**src/cache_ctrl_ipr_defines.svh**
```systemverilog
`ifndef CACHE_CTRL_IPR_DEFINES_SVH
`define CACHE_CTRL_IPR_DEFINES_SVH

// Register addresses, as carried on the command address field
`define ADDR_W 16
`define OFF_TMR_CSR 16'h0018
`define OFF_TMR_RELOAD 16'h0019
`define OFF_TMR_COUNT 16'h001A
`define OFF_DAY_CNT 16'h001B
`define OFF_BIU_CTL 16'h00A0
`define OFF_DIAG_CTL 16'h00A1
`define OFF_ERR_TAG 16'h00A2
`define OFF_BIU_STATUS 16'h00A4
`define OFF_ERR_ADDR 16'h00A6
`define OFF_REFILL_CHECK_SYNDROME 16'h00A8
`define OFF_FILL_ADDR 16'h00AA
`define OFF_SW_CHECK 16'h00AE
`define OFF_HALT_CTL 16'h00B0

// Timer control/status fields
`define CSR_RUN 0
`define CSR_XFER 4
`define CSR_STEP 5
`define CSR_EN 6
`define CSR_PEND 7
`define CSR_MISS 31

// Diagnostic control fields
`define DIAG_TEST_MODE 6
`define DIAG_TEST_STEP 7

// Bus-interface control fields steering the probes
`define BIU_EN 0
`define BIU_FHIT 3
`define BIU_WBYP 10

// Bits owned by the control register; the rest mirror diagnostics
`define BIU_USED_MASK 32'hF000673F
`define BIU_RST 32'h00000400
`define DIAG_RST 32'h00008000
`define CNT_ALL_ONES 32'hFFFFFFFF
`define DATA_ZERO 32'h00000000

`endif

```
**src/cache_ctrl_ipr_pkg.sv**
```systemverilog
package cache_ctrl_ipr_pkg;

   typedef struct packed {
      logic write;
      logic [15:0] addr;
      logic [31:0] data;
   } ipr_cmd_type;

   typedef struct packed {
      logic single_qw;
      logic [63:0] data;
   } ipr_rsp_type;

   typedef struct packed {
      logic workstation_io_map;
      logic [2:0] backup_cache_size;
      logic [12:0] rsvd_hi;
      logic [1:0] io_map;
      logic rsvd_12;
      logic rsvd_11;
      logic write_probe_bypass;
      logic quad_io_read_split;
      logic primary_cache_assoc;
      logic [1:0] rsvd_7_6;
      logic [1:0] backup_cache_speed;
      logic backup_cache_force_hit;
      logic chip_enable_suppress;
      logic ecc_mode;
      logic backup_cache_enable;
   } biu_ctl_type;

   typedef struct packed {
      logic read_probe;
      logic write_probe;
      logic force_hit;
   } probe_ctl_type;

   typedef enum logic [0:0] {
      ST_IDLE = 1'b0,
      ST_DRAIN = 1'b1
   } seq_state_type;

endpackage

```
**src/cache_ctrl_ipr_timer_block.sv**
```systemverilog
`timescale 1ns/1ns
`include "cache_ctrl_ipr_defines.svh"

module cache_ctrl_ipr_timer_block (
   // Clock and reset
   input wire logic sys_clk_in,
   input wire logic rst_n_in,
   // Register commands
   input wire logic cmd_valid_in,
   input wire cache_ctrl_ipr_pkg::ipr_cmd_type cmd_in,
   output logic cmd_ready_out,
   // Write queue
   input wire logic wq_empty_in,
   output logic wq_conflict_set_out,
   // Replies
   output logic rsp_valid_out,
   output cache_ctrl_ipr_pkg::ipr_rsp_type rsp_out,
   // Time base strobes
   input wire logic us_tick_in,
   input wire logic hz100_tick_in,
   // Timer interrupt and cache configuration
   output logic timer_irq_out,
   output cache_ctrl_ipr_pkg::biu_ctl_type cache_cfg_out,
   output cache_ctrl_ipr_pkg::probe_ctl_type probe_ctl_out
);
   import cache_ctrl_ipr_pkg::*;

   seq_state_type state_ff;
   ipr_cmd_type cmd_ff;
   logic ready_ff;
   logic conflict_ff;
   logic rsp_valid_ff;
   ipr_rsp_type rsp_ff;
   logic run_ff;
   logic irq_en_ff;
   logic pend_ff;
   logic miss_ff;
   logic [31:0] count_ff;
   logic [31:0] reload_ff;
   logic [31:0] day_ff;
   logic [31:0] biu_ff;
   logic [31:0] diag_ff;
   logic irq_ff;
   probe_ctl_type probe_ff;

   logic accept;
   logic exec;
   logic wr;
   logic [31:0] wd;
   logic wr_csr;
   logic wr_reload;
   logic wr_day;
   logic wr_biu;
   logic wr_diag;
   logic own_hit;
   logic step_pulse;
   logic xfer_pulse;
   logic count_inc;
   logic overflow;
   logic test_step;
   logic [31:0] nxt_rdata;
   logic [31:0] csr_view;

   assign accept = cmd_valid_in && ready_ff && (state_ff == ST_IDLE);
   assign exec = (state_ff == ST_DRAIN) && wq_empty_in;
   assign wr = exec && cmd_ff.write;
   assign wd = cmd_ff.data;
   // Writes to unmapped or behaviour-less addresses decode to nothing
   assign wr_csr = wr && (cmd_ff.addr == `OFF_TMR_CSR);
   assign wr_reload = wr && (cmd_ff.addr == `OFF_TMR_RELOAD);
   assign wr_day = wr && (cmd_ff.addr == `OFF_DAY_CNT);
   assign wr_biu = wr && (cmd_ff.addr == `OFF_BIU_CTL);
   assign wr_diag = wr && (cmd_ff.addr == `OFF_DIAG_CTL);

   always_comb
   begin
      unique case (cmd_ff.addr)
         `OFF_TMR_CSR, `OFF_TMR_RELOAD, `OFF_TMR_COUNT, `OFF_DAY_CNT,
         `OFF_BIU_CTL, `OFF_DIAG_CTL, `OFF_ERR_TAG, `OFF_BIU_STATUS,
         `OFF_ERR_ADDR, `OFF_REFILL_CHECK_SYNDROME, `OFF_FILL_ADDR, `OFF_SW_CHECK,
         `OFF_HALT_CTL: own_hit = 1'b1;
         default: own_hit = 1'b0;
      endcase
   end

   // Step is dropped while running or when paired with transfer
   assign step_pulse = wr_csr && wd[`CSR_STEP] && !run_ff && !wd[`CSR_XFER];
   assign xfer_pulse = wr_csr && wd[`CSR_XFER];
   assign count_inc = (run_ff && us_tick_in) || step_pulse;
   // Transfer wins over a same-cycle increment, so no overflow then
   assign overflow = count_inc && !xfer_pulse && (count_ff == `CNT_ALL_ONES);
   assign test_step = wr_diag && wd[`DIAG_TEST_MODE] && wd[`DIAG_TEST_STEP];

   always_comb
   begin
      csr_view = `DATA_ZERO;
      csr_view[`CSR_MISS] = miss_ff;
      csr_view[`CSR_PEND] = pend_ff;
      csr_view[`CSR_EN] = irq_en_ff;
      csr_view[`CSR_RUN] = run_ff;
   end

   // Write-only and unimplemented addresses answer zero
   always_comb
   begin
      unique case (cmd_ff.addr)
         `OFF_TMR_CSR: nxt_rdata = csr_view;
         `OFF_TMR_COUNT: nxt_rdata = count_ff;
         `OFF_DAY_CNT: nxt_rdata = day_ff;
         `OFF_BIU_CTL: nxt_rdata = ~((biu_ff & `BIU_USED_MASK)
                                   | (diag_ff & ~`BIU_USED_MASK));
         default: nxt_rdata = `DATA_ZERO;
      endcase
   end

   // Command sequencing
   always_ff @(posedge sys_clk_in or negedge rst_n_in)
   begin
      if (!rst_n_in)
      begin
         state_ff <= ST_IDLE;
         ready_ff <= 1'b1;
         cmd_ff <= '0;
      end
      else
      begin
         unique case (state_ff)
            ST_IDLE:
               if (accept)
               begin
                  cmd_ff <= cmd_in;
                  ready_ff <= 1'b0;
                  state_ff <= ST_DRAIN;
               end
            ST_DRAIN:
               if (exec)
               begin
                  ready_ff <= 1'b1;
                  state_ff <= ST_IDLE;
               end
         endcase
      end
   end

   // Write queue ordering and reply
   always_ff @(posedge sys_clk_in or negedge rst_n_in)
   begin
      if (!rst_n_in)
      begin
         conflict_ff <= 1'b0;
         rsp_valid_ff <= 1'b0;
         rsp_ff <= '0;
      end
      else
      begin
         conflict_ff <= accept && !cmd_in.write;
         rsp_valid_ff <= exec;
         if (exec)
         begin
            rsp_ff.single_qw <= own_hit;
            rsp_ff.data <= {`DATA_ZERO, cmd_ff.write ? `DATA_ZERO : nxt_rdata};
         end
      end
   end

   // Interval timer control and status
   always_ff @(posedge sys_clk_in or negedge rst_n_in)
   begin
      if (!rst_n_in)
      begin
         run_ff <= 1'b0;
         irq_en_ff <= 1'b0;
         pend_ff <= 1'b0;
         miss_ff <= 1'b0;
         irq_ff <= 1'b0;
      end
      else
      begin
         if (wr_csr)
         begin
            run_ff <= wd[`CSR_RUN];
            irq_en_ff <= wd[`CSR_EN];
         end
         // Hardware set beats a same-cycle write-one clear
         if (overflow)
            pend_ff <= 1'b1;
         else if (wr_csr && wd[`CSR_PEND])
            pend_ff <= 1'b0;
         if (overflow && pend_ff)
            miss_ff <= 1'b1;
         else if (wr_csr && wd[`CSR_MISS])
            miss_ff <= 1'b0;
         irq_ff <= pend_ff && irq_en_ff;
      end
   end

   // Interval counter and reload value
   always_ff @(posedge sys_clk_in or negedge rst_n_in)
   begin
      if (!rst_n_in)
      begin
         count_ff <= `DATA_ZERO;
         reload_ff <= `DATA_ZERO;
      end
      else
      begin
         if (wr_reload)
            reload_ff <= wd;
         if (xfer_pulse)
            count_ff <= reload_ff;
         else if (overflow)
            count_ff <= reload_ff;
         else if (count_inc)
            count_ff <= count_ff + 32'h00000001;
      end
   end

   // Time-of-day counter; a zero value stays parked until written or advanced by a diagnostic test step
   always_ff @(posedge sys_clk_in or negedge rst_n_in)
   begin
      if (!rst_n_in)
         day_ff <= `DATA_ZERO;
      else if (wr_day)
         day_ff <= wd;
      else if (test_step || (hz100_tick_in && (day_ff != `DATA_ZERO)))
         day_ff <= day_ff + 32'h00000001;
   end

   // Bus-interface and diagnostic control
   always_ff @(posedge sys_clk_in or negedge rst_n_in)
   begin
      if (!rst_n_in)
      begin
         // Size field has no defined reset; parked at zero
         biu_ff <= `BIU_RST;
         diag_ff <= `DIAG_RST;
      end
      else
      begin
         if (wr_biu)
            biu_ff <= wd;
         if (wr_diag)
            diag_ff <= wd;
      end
   end

   // Probe steering: enable takes precedence over force hit
   always_ff @(posedge sys_clk_in or negedge rst_n_in)
   begin
      if (!rst_n_in)
         probe_ff <= '0;
      else
      begin
         probe_ff.read_probe <= biu_ff[`BIU_EN] && !biu_ff[`BIU_FHIT];
         probe_ff.write_probe <= biu_ff[`BIU_EN] && !biu_ff[`BIU_FHIT]
                                 && !biu_ff[`BIU_WBYP];
         probe_ff.force_hit <= biu_ff[`BIU_EN] && biu_ff[`BIU_FHIT];
      end
   end

   assign cmd_ready_out = ready_ff;
   assign wq_conflict_set_out = conflict_ff;
   assign rsp_valid_out = rsp_valid_ff;
   assign rsp_out = rsp_ff;
   assign timer_irq_out = irq_ff;
   assign cache_cfg_out = biu_ctl_type'(biu_ff);
   assign probe_ctl_out = probe_ff;
endmodule

```
**config.mk**
```make
export PLATFORM = sky130hd
export DESIGN_NAME = cache_ctrl_ipr_timer_block
export DESIGN_NICKNAME = d
export VERILOG_FILES = /design/src/cache_ctrl_ipr_pkg.sv /design/src/cache_ctrl_ipr_timer_block.sv
export VERILOG_INCLUDE_DIRS = /design/src
export SDC_FILE = /design/constraint.sdc
export NUM_CORES = 1
export LEC_CHECK = 0
export ABC_AREA = 1
export BUFFER_PORTS_ARGS = -buffer_cell sky130_fd_sc_hd__buf_2
export CAP_MARGIN = 20
export CORE_MARGIN = 5
export CORE_UTILIZATION = 53
export CTS_CLUSTER_SIZE = 10
export DETAILED_ROUTE_END_ITERATION = 10
export GPL_TIMING_DRIVEN = 0
export PLACE_DENSITY = 0.77
export SYNTH_ARGS = -nofsm -noshare
export SYNTH_HDL_FRONTEND = slang
export SYNTH_SLANG_ARGS = --single-unit
```
**constraint.sdc**
```tcl
create_clock -name sys_clk_in -period 1.9 [get_ports sys_clk_in]
set_input_delay 0.285 -clock sys_clk_in [delete_from_list [all_inputs] [get_ports sys_clk_in]]
set_output_delay 0.285 -clock sys_clk_in [all_outputs]
set_load 0.05 [all_outputs]
```
==> metrics.md <==
| Metric | Value |
|---|---|
| Row cnt | 57 |
| CP Max Fanout | 8 |
| Period utilization | 105.8% |
| PortBufs | 126 |
| Sequential share of the synthesized area | 46.33% |
| Failing checks | negative hold slack, negative setup slack |
| Tmin final | 2.011 ns |
| Layout area overhead | 29.20% |
| Met3 WL | 3.510 mm |
| Initial antenna violation count | 0 |
| RSZ-0062 raised after global routing | yes |
| Post-layout util | 69.03% |
| GRT Total Usage | 30.34% |
| Nets@finish | 2095 |
| WL final | 44.37 mm |
| CP Class | flop to flop |
| Hold Fails Final Rpt | 1 |
| Largest net degree at the start of global routing | 110 |
| Register area | 6023 µm² |
| CP Launch Type | flop |
| Worst EP required | 2.36 ns |
| DR pass1 iterations | 6 |
| Area occupied by multi-input gates | 6324 µm² |
| Synth Instances | 1760 |
| Setup slack after layout | -0.1105 ns |
| Worst-Margin Slew | 0.7508 ns |
| DRT iter0 DRCs | 1472 |
| Routed WL per cell | 18.67 µm |
| First-pass GRT wire length | 67.74 mm |
| Pre-CTS WS | -0.5468 ns |
| Met2 WL post-DR | 21.41 mm |
| Status | complete, but fails checks |
| Pwr per Cell Area | 910.6 nW/µm² |
| Max Slew Vio Count | 0 |
| Final setup viols | 75 |
| Yosys warnings | 0 |
| Cells on Worst Hold Path | 3 |
| Clock tree buffer depth | 3 |
| Num CTS Buffers | 28 |
| Post-synth top area share | 45.72% |
| Die area | 27590 µm² |
| Worst clock skew | 0.03144 ns |
| Post-route setup TNS | -4.310 ns |
| Die Width | 166.1 µm |
| Die Height | 166.1 µm |
| Max-cap violations | 0 |
| Slew headroom | 49.95% |
| Effective utilization at floorplan | 53.43% |
| Root Driver | clkbuf_16 |
| Fraction of layout cells with a size suffix above 1 | 24.42% |
| Clk slew on worst S/H paths | 0.06 ns |
| DR DRC count | 0 |
| Detail Placement HPWL | 30.68 mm |
| Yosys cell types | 40 |
| Met1 WL | 17.69 mm |
| Max Clk Rate | 497.4 MHz |
| Synth Register Bits | 239 |
| P_leak | 8.358 nW |
| # fillers | 1931 |
| Cell depth of the worst flop-to-flop path | 10 |
| Worst Path Arrival | 2.47 ns |
| Avg Synthesized Cell Area | 7.339 µm² |
| Highest routed layer | met4 |
| Number of global-route vias before repair | 12600 |
| HP Class | input port to flop |
| Global route total overflow | 0 |
| Endpoint type of the worst setup path | flop |
| Final antenna-violating net count | 0 |
| GP Congestion | 1.004 |
| Core Box Area | 24180 µm² |
| Clk Latency, worst-skew pair | 0.55 ns |
| Final instance area | 16690 µm² |
| Max IR drop VDD | 1071 µV |
| Via density | 5.544 |
| TritonCTS Sinks | 239 |
| # IOs | 159 |
| Area post-placement | 14130 µm² |
| CTS tree | done |
| Min Hold Slack | -0.003953 ns |
| H-Tree Depth | 1 |
| Yosys top cell by area | dfrtp_1 |
| Main area contributors after synthesis | dfrtp_1, nand2_1, nand3_1 |
| Via Count | 13180 |
| Post-Syn Area | 12920 µm² |
## per-stage QoR
step                      std cells  hold WS [ns]  total power, mW
after global placement         2241        0.4585            9.183
after global routing           2376     -0.001567            15.82
after detailed placement       2243        0.2680            9.303
after floorplan                1791      -0.01059            8.090
final                          2377     -0.003953            15.20
after CTS                      2351     0.0007151            14.55
## synthesized netlist by cell type, drive strengths merged
cell / instances
conb: 1
clkbuf: 46
and2: 2
nor3: 20
o21bai: 1
nor4: 3
nand3: 173
nand2: 612
nand4: 50
ha: 3
o31ai: 1
mux2: 9
nand3b: 9
o31a: 1
xnor2: 12
nor2: 143
buf: 65
or2: 3
o21ai: 120
xor2: 22
a21oi: 40
dfrtp: 236
dfstp: 3
clkinv: 1
inv: 184
## per-layer routing
metal,track usage (%),vias up
met3,6.118,131
met4,10.22,0
met1,39.82,6368
met2,50.66,618
li1,-,6062
met5,0,-
## worst max-delay path: stages, from the launching register on
cell	delay, ns
dfrtp_2	0.43
buf_6	0.13
inv_4	0.04
nor4_4	0.42
nand3_4	0.22
buf_6	0.18
nand3_4	0.08
buf_12	0.15
clkbuf_16	0.15
nand2_1	0.05
nand2_1	0.05
## layout by cell type, fill, tap and decap left out, drive strengths merged
cell / synthesis / routed
dlygate4sd3: 0 / 29
nand3b: 9 / 9
nand4: 50 / 51
nor2: 143 / 143
dfrtp: 236 / 236
nand3: 173 / 173
xor2: 22 / 22
clkinv: 1 / 1
ha: 3 / 3
conb: 1 / 32
nor4: 3 / 3
diode: 0 / 1
and2: 2 / 2
o31ai: 1 / 1
inv: 184 / 184
a21oi: 40 / 40
buf: 65 / 264
mux2: 9 / 9
clkbuf: 46 / 78
xnor2: 12 / 12
o31a: 1 / 1
or2: 3 / 3
dfstp: 3 / 3
o21bai: 1 / 1
nor3: 20 / 20
o21ai: 120 / 120
nand2: 612 / 612
## where the power goes
part / switching (mW) / leakage [nW] / total, mW / internal [mW]
logic: 2.78 / 4.84 / 4.06 / 1.28
clock network: 2.05 / 0.394 / 4.93 / 2.88
registers: 0.483 / 3.12 / 6.21 / 5.73
## final timing paths
kind / from / slack (ns) / endpoint
worst max-delay path: cmd_ff[33] / -0.11 / day_ff[14]
worst min-delay path: cmd_in[33] / -0.004 / cmd_ff[33]
worst max register to register: cmd_ff[33] / -0.11 / day_ff[14]
worst min register to register: rsp_out[12] / 0.47 / rsp_out[12]
max in group asynchronous: rst_n_in / 0.28 / count_ff[24]
min in group asynchronous: rst_n_in / 0.29 / cmd_ff[46]
## what timing repair did
item                                    CTS  global route
endpoints found under the setup margin  218           174
endpoints found under the hold margin    93             0
cloned                                    4             6
pin swaps                                15            39
setup buffers                            32            21
resized for setup                       110           209
hold buffers                             29             0
## state kept, by name, summed over array words and instances, names as in the netlist, 3 cells and up
signal and cells:
rsp_out 33, cache_cfg_out 32, count_ff 32, day_ff 32
reload_ff 32, wd 32, cmd_ff 17, diag_ff 17
probe_ctl_out 3
## cell type report
cell class | instances | area share [%]
tap | 324 | 2.429
timing repair buffer | 219 | 9.588
sequential | 239 | 36.09
buffer | 107 | 4.850
multi-input combinational | 1257 | 37.89
inverter | 185 | 4.251
antenna | 1 | 0.01499
clock buffer | 45 | 4.888
## cells by family after synthesis
logic type	after synthesis	synth area share, %
mux	9	0.7846
fa+ha+maj	3	0.2906
compound gates	163	6.412
xor+xnor	34	2.305
buf+inv	296	10.18
simple gates	1015	33.67
other cells	1	0.02903
flops	239	46.33
No activity file was read; power rests on OpenSTA's default activity.
